**config.mk**
```make
export PLATFORM = sky130hd
export DESIGN_NAME = ebp_sequencer
export DESIGN_NICKNAME = d
export VERILOG_FILES = /design/src/logic/ebp_pkg.sv /design/src/logic/ebp_bit_engine.sv /design/src/logic/ebp_sequencer.sv
export SDC_FILE = /design/constraint.sdc
export NUM_CORES = 1
export LEC_CHECK = 0
export BUFFER_PORTS_ARGS = -buffer_cell sky130_fd_sc_hd__buf_2
export CAP_MARGIN = 30
export CORE_MARGIN = 5
export CORE_UTILIZATION = 40
export DETAILED_ROUTE_END_ITERATION = 10
export HOLD_SLACK_MARGIN = 0.05
export SLEW_MARGIN = 20
export SYNTH_ARGS = -nofsm -noshare
export SYNTH_HDL_FRONTEND = slang
export SYNTH_SLANG_ARGS = --single-unit
```
**constraint.sdc**
```tcl
create_clock -name clk -period 3.3 [get_ports clk]
set_input_delay 0.66 -clock clk [delete_from_list [all_inputs] [get_ports clk]]
set_output_delay 0.66 -clock clk [all_outputs]
set_load 0.02 [all_outputs]
```
**src/logic/ebp_pkg.sv**
```systemverilog
package ebp_pkg;

    // Command codes
    localparam logic [7:0] CMD_WRITE_DATA   = 8'h0F;
    localparam logic [7:0] CMD_WRITE_STATUS = 8'h55;
    localparam logic [7:0] CMD_SKIP_SELECT  = 8'hCC;

    // Clock rate and timings
    localparam int CLK_HZ       = 40_000_000;
    localparam int RESET_LOW_US = 480;
    localparam int PRES_WAIT_US = 480;
    localparam int PROG_US      = 480;
    localparam int SLOT_US      = 65;
    localparam int LOW_WR0_US   = 60;
    localparam int LOW_SHORT_US = 2;
    localparam int SAMPLE_US    = 13;
    localparam int PRES_SAMP_US = 70;
    localparam int RECOVER_US   = 5;

    localparam int RESET_LOW_CYC = (RESET_LOW_US * (CLK_HZ / 1_000_000));
    localparam int PRES_WAIT_CYC = (PRES_WAIT_US * (CLK_HZ / 1_000_000));
    localparam int PROG_CYC      = (PROG_US * (CLK_HZ / 1_000_000));
    localparam int SLOT_CYC      = (SLOT_US * (CLK_HZ / 1_000_000));
    localparam int LOW_WR0_CYC   = (LOW_WR0_US * (CLK_HZ / 1_000_000));
    localparam int LOW_SHORT_CYC = (LOW_SHORT_US * (CLK_HZ / 1_000_000));
    localparam int SAMPLE_CYC    = (SAMPLE_US * (CLK_HZ / 1_000_000));
    localparam int PRES_SAMP_CYC = (PRES_SAMP_US * (CLK_HZ / 1_000_000));
    localparam int RECOVER_CYC   = (RECOVER_US * (CLK_HZ / 1_000_000));

    localparam int ADDR_MAX_DATA = 16'h007F;
    localparam int CNT_W         = 16;

    // Bit engine operations
    typedef enum logic [1:0] {
        EBP_OP_RESET,
        EBP_OP_WRITE,
        EBP_OP_READ,
        EBP_OP_PROG
    } ebp_op_e;

    // One job request from the user
    typedef struct packed {
        logic        status;
        logic [15:0] address;
        logic [7:0]  data;
        logic        first;
    } ebp_job_s;

    // Outcome of one programmed byte
    typedef struct packed {
        logic [7:0] crcDevice;
        logic [7:0] crcLocal;
        logic [7:0] verify;
        logic       crcOk;
        logic       verifyOk;
        logic       noPresence;
    } ebp_result_s;

    // Reflected CRC step, polynomial x^8 + x^5 + x^4 + 1
    function automatic logic [7:0] crc_bit(input logic [7:0] crc, input logic b);
        logic fb;
        fb = crc[0] ^ b;
        crc_bit = {fb, crc[7:1]} ^ (fb ? 8'h0C : 8'h00);
    endfunction : crc_bit

    function automatic logic [7:0] crc_byte(input logic [7:0] crc, input logic [7:0] d);
        logic [7:0] c;
        c = crc;
        for (int i = 0; i < 8; i++) begin
            c = crc_bit(c, d[i]);
        end
        crc_byte = c;
    endfunction : crc_byte

endpackage : ebp_pkg

```
**src/logic/ebp_bit_engine.sv**
```systemverilog
// Slot-level bit engine: reset, write, read and program-pulse slots
module ebp_bit_engine (
    // Clock and reset
    input  wire logic           clk,
    input  wire logic           rst,
    // Request
    input  wire logic           start,
    input  ebp_pkg::ebp_op_e    op,
    input  wire logic           wrBit,
    output logic                busy,
    output logic                done,
    output logic                rdBit,
    // Line
    input  wire logic           lineIn,
    output logic                lineOe,
    output logic                progOe
);
    typedef enum logic [1:0] { ST_IDLE, ST_LOW, ST_WAIT } ebp_bstate_e;

    ebp_bstate_e       state,  next_state;
    ebp_pkg::ebp_op_e  curOp,  next_curOp;
    logic              curBit, next_curBit;
    logic [20:0]       cnt,    next_cnt;
    logic              rdBitQ, next_rdBit;
    logic              doneQ,  next_done;

    assign busy  = (state != ST_IDLE);
    assign done  = doneQ;
    assign rdBit = rdBitQ;

    // Line is only pulled low here; the pullup makes the high level
    // released line idles high
    always_comb begin
        lineOe = 1'b0;
        progOe = 1'b0;
        if (state == ST_LOW) begin
            if (curOp == ebp_pkg::EBP_OP_PROG) begin
                progOe = 1'b1;
            end else begin
                lineOe = 1'b1;
            end
        end
    end

    // Slot sequencing
    always_comb begin
        next_state  = state;
        next_curOp  = curOp;
        next_curBit = curBit;
        next_cnt    = cnt + 21'd1;
        next_rdBit  = rdBitQ;
        next_done   = 1'b0;
        case (state)
            ST_IDLE: begin
                next_cnt = '0;
                if (start) begin
                    next_curOp  = op;
                    next_curBit = wrBit;
                    next_state  = ST_LOW;
                end
            end
            ST_LOW: begin
                // slot start edge
                case (curOp)
                    ebp_pkg::EBP_OP_RESET: if (cnt == 21'(ebp_pkg::RESET_LOW_CYC - 1)) next_state = ST_WAIT;
                    ebp_pkg::EBP_OP_PROG:  if (cnt == 21'(ebp_pkg::PROG_CYC - 1)) next_state = ST_WAIT;
                    ebp_pkg::EBP_OP_WRITE: begin
                        if (cnt == (curBit ? 21'(ebp_pkg::LOW_SHORT_CYC - 1) : 21'(ebp_pkg::LOW_WR0_CYC - 1))) begin
                            next_state = ST_WAIT;
                        end
                    end
                    default: if (cnt == 21'(ebp_pkg::LOW_SHORT_CYC - 1)) next_state = ST_WAIT;
                endcase
            end
            ST_WAIT: begin
                if (curOp == ebp_pkg::EBP_OP_READ && cnt == 21'(ebp_pkg::SAMPLE_CYC)) begin
                    next_rdBit = lineIn;
                end
                if (curOp == ebp_pkg::EBP_OP_RESET && cnt == 21'(ebp_pkg::RESET_LOW_CYC + ebp_pkg::PRES_SAMP_CYC)) begin
                    next_rdBit = ~lineIn;
                end
                // slot length caps rate
                if ((curOp == ebp_pkg::EBP_OP_RESET &&
                     cnt >= 21'(ebp_pkg::RESET_LOW_CYC + ebp_pkg::PRES_WAIT_CYC)) ||
                    (curOp == ebp_pkg::EBP_OP_PROG &&
                     cnt >= 21'(ebp_pkg::PROG_CYC + ebp_pkg::RECOVER_CYC)) ||
                    ((curOp == ebp_pkg::EBP_OP_READ || curOp == ebp_pkg::EBP_OP_WRITE) &&
                     cnt >= 21'(ebp_pkg::SLOT_CYC + ebp_pkg::RECOVER_CYC))) begin
                    next_state = ST_IDLE;
                    next_done  = 1'b1;
                end
            end
            default: next_state = ST_IDLE;
        endcase
    end

    // Registers
    always_ff @(posedge clk) begin
        if (rst) begin
            state  <= ST_IDLE;
            curOp  <= ebp_pkg::EBP_OP_RESET;
            curBit <= 1'b1;
            cnt    <= '0;
            rdBitQ <= 1'b1;
            doneQ  <= 1'b0;
        end else begin
            state  <= next_state;
            curOp  <= next_curOp;
            curBit <= next_curBit;
            cnt    <= next_cnt;
            rdBitQ <= next_rdBit;
            doneQ  <= next_done;
        end
    end

endmodule : ebp_bit_engine

```
**src/logic/ebp_sequencer.sv**
```systemverilog
// Operation
// Data command 0Fh, address low, high, data
// Device returns CRC over command, address, data
// Data start above 007Fh gives CRC mismatch
// Bad CRC: reset and redo; good: pulse
// Program clears zero bits only
// Eight verify reads return stored byte
// Verify mismatch: reset and reprogram address; code only flags verifyOk and ends the job
// Device increments address after verify
// Next CRC seeds with new address low
// Later bytes: data, CRC check, pulse
// Device programs on any pulse
// Reset pulse abandons command
// Status command 55h, same flow
// Status bytes ones, eighth fixed 00h
// Status address advances, CRC preloaded
// Single master starts every slot
// Line idles high, low over 120us resets
// Rate at most 16.3 kbit/s
// All bits least significant first
// CRC polynomial x^8+x^5+x^4+1
// Device waits for new initialization
module ebp_sequencer (
    // Clock and reset
    input  wire logic                  clk,
    input  wire logic                  rst,
    // Job request
    input  wire logic                  jobValid,
    input  ebp_pkg::ebp_job_s          job,
    output logic                       jobReady,
    // Result
    output logic                       resValid,
    output ebp_pkg::ebp_result_s       result,
    // Line: open drain low and 12 V switch
    input  wire logic                  lineIn,
    output logic                       lineOe,
    output logic                       progOe
);
    typedef enum logic [3:0] {
        S_IDLE, S_RST, S_ROM, S_CMD, S_ADL, S_ADH, S_DATA,
        S_CRC, S_PROG, S_VER, S_DONE
    } ebp_state_e;

    ebp_state_e           state,   next_state;
    ebp_pkg::ebp_job_s    cur,     next_cur;
    logic [7:0]           sh,      next_sh;
    logic [2:0]           bitIdx,  next_bitIdx;
    logic [7:0]           crcL,    next_crcL;
    logic                 issued,  next_issued;
    ebp_pkg::ebp_result_s res,     next_res;
    logic                 resV,    next_resV;

    logic                 engStart;
    ebp_pkg::ebp_op_e     engOp;
    logic                 engWr;
    logic                 engBusy;
    logic                 engDone;
    logic                 engRd;
    logic [7:0]           txByte;

    ebp_bit_engine u_ebp_bit_engine (
        .clk    (clk),
        .rst    (rst),
        .start  (engStart),
        .op     (engOp),
        .wrBit  (engWr),
        .busy   (engBusy),
        .done   (engDone),
        .rdBit  (engRd),
        .lineIn (lineIn),
        .lineOe (lineOe),
        .progOe (progOe)
    );

    assign jobReady = (state == S_IDLE);
    assign resValid = resV;
    assign result   = res;

    // Byte to send in each transmit state, command per field
    function automatic logic [7:0] tx_byte(input ebp_state_e s, input ebp_pkg::ebp_job_s j);
        case (s)
            // data command
            // status command
            S_CMD:   tx_byte = j.status ? ebp_pkg::CMD_WRITE_STATUS : ebp_pkg::CMD_WRITE_DATA;
            S_ADL:   tx_byte = j.address[7:0];
            S_ADH:   tx_byte = j.address[15:8];
            S_DATA:  tx_byte = j.data;
            S_ROM:   tx_byte = ebp_pkg::CMD_SKIP_SELECT;
            default: tx_byte = 8'hFF;
        endcase
    endfunction : tx_byte

    function automatic logic is_tx(input ebp_state_e s);
        is_tx = (s == S_ROM || s == S_CMD || s == S_ADL || s == S_ADH || s == S_DATA);
    endfunction : is_tx

    // Engine request: one slot issued per state step
    always_comb begin
        engStart = 1'b0;
        engOp    = ebp_pkg::EBP_OP_WRITE;
        // Held in a variable: a call result cannot be bit-selected directly
        txByte   = tx_byte(state, cur);
        // LSB first
        engWr    = txByte[bitIdx];
        if (!issued && !engBusy && !engDone) begin
            case (state)
                S_RST:  begin engStart = 1'b1; engOp = ebp_pkg::EBP_OP_RESET; end
                S_PROG: begin engStart = 1'b1; engOp = ebp_pkg::EBP_OP_PROG;  end
                S_CRC, S_VER: begin engStart = 1'b1; engOp = ebp_pkg::EBP_OP_READ; end
                default: engStart = is_tx(state);
            endcase
        end
    end

    // Transaction flow
    always_comb begin
        next_state  = state;
        next_cur    = cur;
        next_sh     = sh;
        next_bitIdx = bitIdx;
        next_crcL   = crcL;
        next_issued = issued;
        next_res    = res;
        next_resV   = 1'b0;
        if (engStart) begin
            next_issued = 1'b1;
        end
        case (state)
            S_IDLE: begin
                if (jobValid) begin
                    next_cur    = job;
                    next_res    = '0;
                    next_bitIdx = '0;
                    // seed from new address low
                    // same seed for status field
                    next_crcL   = job.address[7:0];
                    next_state  = job.first ? S_RST : S_DATA;
                end
            end
            S_DONE: next_state = S_IDLE;
            default: begin
                if (engDone) begin
                    next_issued = 1'b0;
                    next_bitIdx = bitIdx + 3'd1;
                    next_sh     = {engRd, sh[7:1]};
                    // local CRC
                    if (state == S_CMD || state == S_ADL || state == S_ADH || state == S_DATA) begin
                        next_crcL = ebp_pkg::crc_bit(crcL, engWr);
                    end
                    if (state == S_CMD && bitIdx == 3'd0) begin
                        // full pass starts at zero
                        next_crcL = ebp_pkg::crc_bit(8'h00, engWr);
                    end
                    case (state)
                        S_RST: begin
                            next_bitIdx = '0;
                            // reset opens a fresh command
                            if (!engRd) begin
                                next_res.noPresence = 1'b1;
                                next_resV           = 1'b1;
                                next_state          = S_DONE;
                            end else begin
                                next_state = S_ROM;
                            end
                        end
                        S_PROG: begin
                            next_bitIdx = '0;
                            next_state  = S_VER;
                        end
                        default: begin
                            if (bitIdx == 3'd7) begin
                                case (state)
                                    S_ROM:  next_state = S_CMD;
                                    S_CMD:  next_state = S_ADL;
                                    S_ADL:  next_state = S_ADH;
                                    S_ADH:  next_state = S_DATA;
                                    S_DATA: next_state = S_CRC;
                                    S_CRC: begin
                                        next_res.crcDevice = {engRd, sh[7:1]};
                                        next_res.crcLocal  = crcL;
                                        next_res.crcOk     = ({engRd, sh[7:1]} == crcL);
                                        // pulse only on good CRC
                                        // later bytes same check
                                        // high address shows as mismatch
                                        if ({engRd, sh[7:1]} == crcL) begin
                                            next_state = S_PROG;
                                        end else begin
                                            next_resV  = 1'b1;
                                            next_state = S_RST;
                                        end
                                    end
                                    S_VER: begin
                                        // verify byte
                                        // bits still one mean failure
                                        next_res.verify   = {engRd, sh[7:1]};
                                        next_res.verifyOk = (({engRd, sh[7:1]} & ~cur.data) == 8'h00);
                                        next_resV         = 1'b1;
                                        next_state        = S_DONE;
                                    end
                                    default: next_state = S_IDLE;
                                endcase
                            end
                        end
                    endcase
                end
            end
        endcase
        // After a CRC failure, retry from reset with a full pass
        if (state == S_CRC && next_state == S_RST) begin
            next_cur.first = 1'b1;
        end
    end

    // Registers
    always_ff @(posedge clk) begin
        if (rst) begin
            state  <= S_IDLE;
            cur    <= '0;
            sh     <= '0;
            bitIdx <= '0;
            crcL   <= '0;
            issued <= 1'b0;
            res    <= '0;
            resV   <= 1'b0;
        end else begin
            state  <= next_state;
            cur    <= next_cur;
            sh     <= next_sh;
            bitIdx <= next_bitIdx;
            crcL   <= next_crcL;
            issued <= next_issued;
            res    <= next_res;
            resV   <= next_resV;
        end
    end

endmodule : ebp_sequencer

```
==> results of run 1 <==
path summary, 6_finish.rpt:
check                                          endpoint  slack [ns]  depth (start not counted)
worst max-delay path                           jobReady        0.56                          4
worst min-delay path            result[22]$_SDFFE_PP0P_        0.45                          2
worst min register to register  result[22]$_SDFFE_PP0P_        0.45                          2
worst max register to register     crcL[3]$_SDFFE_PP0P_        0.71                          8
final cells by class:
class                           count  area [um2]
Fill cell                        1306        6750
Multi-Input combinational cell    498        2830
Sequential cell                   104        2080
Timing Repair Buffer               72         390
Clock buffer                       10         229
Tap cell                          172         215
Clock inverter                      5         129
Inverter                           26        97.6
cells in the mapped netlist, drive strengths merged, types with 3 or more instances:
master	number
a41oi	4
mux2i	10
a311oi	5
clkbuf	42
a211oi	12
nor2b	16
ha	9
dfxtp	104
and3	6
a21o	5
nor3	17
or3	7
nand2	100
nand2b	5
or2	3
o21ai	14
inv	25
nand3	40
o31ai	7
xnor2	18
a21oi	65
a22oi	7
a211o	3
nor2	80
nor4	5
a31oi	15
buf	5
nand4	8
xor2	9
sequential cells by signal, indices dropped and copies added (netlist names), 3 cells and up:
| register | flops |
|---|---|
| state | 4 |
| crcL | 8 |
| cur | 25 |
| bitIdx | 3 |
| u_ebp_bit_engine.cnt | 21 |
| sh | 7 |
| result | 27 |
layout by cell type (no fill, tap or decap), drive strengths merged, types with 3 or more instances in the layout:
master	netlist	final
dfxtp	104	104
inv	25	26
nor2b	16	16
nor2	80	80
or3	7	7
nand4	8	8
a41oi	4	4
ha	9	9
clkbuf	42	10
a211o	3	3
nand3	40	40
nand2	100	100
nor4	5	5
nand2b	5	5
xnor2	18	18
nor3	17	17
a31oi	15	15
a22oi	7	7
a311oi	5	5
or2	3	3
a211oi	12	12
xor2	9	9
and3	6	6
buf	5	72
mux2i	10	10
bufinv	0	4
a21o	5	5
a21oi	65	65
o31ai	7	7
o21ai	14	14
critical path, cell delays in order (launching register included):
cell     delay (ns)
dfxtp_1        0.57
nor2_1         0.46
nand2_1        0.14
inv_1          0.31
buf_2          0.24
logic make-up after synthesis:
family	synth area share, %
buffers and inverters	6.08
AOI/OAI and AO/OA	18.0
muxes	2.78
xor gates and xnor gates	4.53
DFF	39.9
and+or+nand+nor	26.6
adders and majority gates	2.16
through the flow:
step	power, mW	utilization, %	setup WS (ns)	hold slack, ns	cell area [um2]
floorplan	2.92	-	0.997	0.433	5220
global placement	3.35	44.1	0.856	0.438	5610
detailed placement	3.38	44.1	0.761	0.444	5610
CTS	4.67	46.9	0.546	0.453	5970
global route	4.98	46.9	0.345	0.476	5970
finish	4.65	46.9	0.556	0.453	5970
metal layers:
metal	vias to the layer above	track usage, %	wire, um
met4	0	6.45	257
met3	26	4.03	692
met5	-	0	0
met2	158	26.3	6040
li1	2414	-	-
met1	2258	25.5	6740
where the power goes:
| part | internal [mW] | switching [mW] | leakage [nW] |
|---|---|---|---|
| sequential | 1.46 | 0.259 | 0.845 |
| combinational | 0.588 | 1.05 | 1.27 |
| clock | 0.817 | 0.474 | 0.173 |
==> results.ini, run 1 <==
[run_status]
status=finished, final reports clean

[yosys]
yosys_warnings=0
synth_nets=715
ys_ff_latch=104
synth_area_leaders=dfxtp_1, nand2_1, a21oi_1
syn_area_per_cell_um2=7.73
synth_top_area_share_pct=39.9
yosysTopAreaCell=dfxtp_1
syn_inst=676
ys_async_sr_fraction_pct=0
ys_types=57
ys.flop_type=dfxtp_1
yosysSeqAreaShare_pct=39.9
netlist_area_um2=5220
synth_edf_count=0

[route]
drc_errors=0
dr_total_vias=4856
ant_nets=0
wl_per_cell_um=15.5
via_per_inst=5.47
drt-pass1-iter-count=5
drt_iter0_drc=471
wirelength_mm=13.7

[cts]
post_cts_resized=0
clk_latency_ns=0.35
clockBufferDepth=2
path_clk_slew_ns=0.07
cts-root-buf=clkbuf_16
cts_inserted_buffers=9
postCtsSetupRepairBufs=0
postCtsHoldBufs=0
cts_tree=built
cts_num_sinks=104
htree_levels=3

[setup_path]
critPathLaunchType=flip-flop
crit_required_ns=2.64
end_kind=primary output
reg2reg_from=state[0]$_SDFFE_PP0P_
crit_start=state[1]$_SDFFE_PP0P_
arrival_ns=2.08
crit_type=reg2out
worstPathMaxFanout=24

[sta]
final.period_utilization_pct=83.1
drv_slew=0
max_freq_mhz=364
relSlewSlack_pct=45.4
setup_viol=0
period_minus_slack_ns=2.74
finalHoldViolCount=0
worstMarginPinSlew_ns=0.818
tns_ns=0
finalClockSkew_ns=0.00826
rsz0062_at_grt=false

[placement]
io_buffers=60
gp_congestion=0.882
dpl.cell_count=872
dp_hpwl_mm=10.0

[floorplanning]
initial_utilization_pct=41.1
rows=41
dieWidth_um=124
core_area_um2=12700
die_h_um=124
ios=61
die-area_um2=15400

[global_routing]
antenna_found_initial=0
grt_max_degree=35
grt_usage_pct=17.8
grt_pass1_vias=4499
grt_pass1_wl_mm=23.2
gr-total-overflow=0

[job]
maxCapViolCount=0

[power_and_ir_drop]
powerDensity_nw_per_um2=779
ir_drop_uv=390
p_leak_nw=2.29

[cells_and_area]
nets=750
stdcell_count=887
drive_above_1_share_pct=13.6
syn2layout_area_growth_pct=14.3
diodes=0

[min_path]
worstHoldStart=result[22]$_SDFFE_PP0P_
min_path_type=reg2reg

Power figures use the tool's default switching activity.
==> run 2: changes to the inputs <==
--- a/config.mk
+++ b/config.mk
@@ -5,6 +5,7 @@
 export SDC_FILE = /design/constraint.sdc
 export NUM_CORES = 1
 export LEC_CHECK = 0
+export ABC_AREA = 1
 export BUFFER_PORTS_ARGS = -buffer_cell sky130_fd_sc_hd__buf_2
 export CAP_MARGIN = 30
 export CORE_MARGIN = 5
==> constraint.sdc (replaced) <==
create_clock -name clk -period 2.7 [get_ports clk]
set_input_delay 0.54 -clock clk [delete_from_list [all_inputs] [get_ports clk]]
set_output_delay 0.54 -clock clk [all_outputs]
set_load 0.02 [all_outputs]
==> run 2 against run 1 <==
  * Critical path depth is 1 higher
  * Worst setup slack got worse by 0.33 ns
  * Worst hold slack got worse by 0.043 ns
  * Count of clock-buffer cells in the layout stayed put
  * Final cell count increased by 11%
==> results.ini, run 2 <==
[yosys]
synth_top_area_share_pct=40.3
synth_nets=785
syn_inst=746
ys_types=42
yosysMostFrequentCell=nand2_1
yosysSeqAreaShare_pct=40.3
ys_ff_latch=104
synth_edf_count=0
ys.flop_type=dfxtp_1
netlist_area_um2=5170
ys_async_sr_fraction_pct=0
ys_top_cells_by_count=nand2_1, dfxtp_1, nor2_1, inv_1, a21oi_1
synth_area_leaders=dfxtp_1, nand2_1, nor2_1
yosysTopAreaCell=dfxtp_1
yosys_warnings=0
syn_area_per_cell_um2=6.93

[floorplanning]
initial_utilization_pct=40.8
ios=61
core_area_um2=12700
rows=41
die_h_um=124
die-area_um2=15300
dieWidth_um=124

[sta]
relSlewSlack_pct=61.7
finalClockSkew_ns=0.0136
rsz0062_at_grt=false
drv_slew=0
max_freq_mhz=405
period_minus_slack_ns=2.47
worstMarginPinSlew_ns=0.569
setup_ws_ns=0.229
final.period_utilization_pct=91.5
tns_ns=0
finalHoldViolCount=0
setup_viol=0

[placement]
gp_congestion=0.907
dp_hpwl_mm=10.7
place_ws_ns=0.493
dpl.cell_count=965
io_buffers=60

[power_and_ir_drop]
powerDensity_nw_per_um2=953
p_leak_nw=2.38
ir_drop_uv=343

[cts]
post_cts_resized=0
clk_latency_ns=0.37
postCtsHoldBufs=0
cts_tree=built
clockBufferDepth=2
cts-root-buf=clkbuf_16
postCtsSetupRepairBufs=0
path_clk_slew_ns=0.08
cts_num_sinks=104
cts_inserted_buffers=9
htree_levels=3

[setup_path]
worstPathMaxFanout=14
crit_type=reg2out
end_kind=primary output
crit_start=state[3]$_SDFFE_PP0P_
arrival_ns=1.93
critPathLaunchType=flip-flop
crit_required_ns=2.16
reg2reg_from=state[3]$_SDFFE_PP0P_

[global_routing]
antenna_found_initial=0
grtUsageMet1_pct=24.9
top_usage_layer=met2
grt_pass1_wl_mm=22.9
grt_max_degree=32
gr-total-overflow=0
met3_usage_pct=4.41
met2_usage_pct=31.1
grt_pass1_vias=4703
grt_usage_pct=18.9

[route]
dr_total_vias=5095
ant_nets=0
wl_per_cell_um=14.2
drt-pass1-iter-count=5
via_per_inst=5.19
drc_errors=0
wirelength_mm=13.9
drt_iter0_drc=438

[run_status]
status=finished, final reports clean

[cells_and_area]
nets=843
layout_common_cells=nand2_1, dfxtp_1, nor2_1
fin_util_pct=46.7
syn2layout_area_growth_pct=14.5
largest_register_ffs=27
diodes=0
stdcell_count=981
final_common_cell=nand2_1
drive_above_1_share_pct=14.1

[min_path]
worstHoldStart=jobValid
min_path_type=in2reg

[job]
maxCapViolCount=0

[run 2: changes by cell type after synthesis, moves of 16 or more]
cell      before  now
nor2_1        80   96
nor2b_1       16    0
nand3_1       40   60
inv_1         25   84
clkbuf_1      41   11
nand2_1      100  143
o21ai_0       14   51
[run 2: stage by stage]
step                      hold WS, ns  area, um2  power [mW]
after global placement          0.429       5630        4.33
after CTS                       0.397       5920        5.68
after global routing            0.399       5920        6.08
final                           0.410       5920        5.64
after detailed placement        0.451       5630        4.38
after floorplan                 0.417       5170        3.77
[run 2: layout make-up]
type	instances	area [um2]
fill	1368	6750
multi-input combinational	526	2610
sequential	104	2080
timing repair buffer	70	375
inverter	93	349
clock buffer	10	239
tap	172	215
clock inverter	6	50.0
[run 2: kinds of logic after synthesis]
logic type / Yosys count / synth area share [%]
simple gates: 348 / 29.9
compound gates: 161 / 17.1
buf+inv: 116 / 9.29
flops: 104 / 40.3
fa+ha+maj: 9 / 2.18
xor+xnor: 8 / 1.36
[run 2: final timing paths]
kind | endpoint | slack (ns) | depth (start not counted)
worst min register to register | u_ebp_bit_engine.cnt[0]$_SDFF_PP0_ | 0.46 | 1
worst min-delay path | cur[11]$_SDFFE_PP0P_ | 0.41 | 2
worst max register to register | result[1]$_SDFFE_PP0P_ | 0.48 | 8
worst max-delay path | jobReady | 0.23 | 5
[run 2: layer usage]
metal,routed length (um),share of wire (%)
met5,0,0
met1,6520,47
met3,681,4.9
met2,6550,47
met4,182,1.3
[run 2: power breakdown]
| part | total [mW] | switching, mW | internal [mW] |
|---|---|---|---|
| Clock | 1.29 | 0.627 | 0.664 |
| Sequential | 2.08 | 0.261 | 1.82 |
| Combinational | 2.27 | 1.54 | 0.735 |
[run 2: critical path, cell delays in order (launching register included)]
cell and delay [ns]:
dfxtp_1 0.36, nor2_1 0.33, inv_2 0.10, nor2_4 0.35
buf_4 0.24, buf_2 0.18
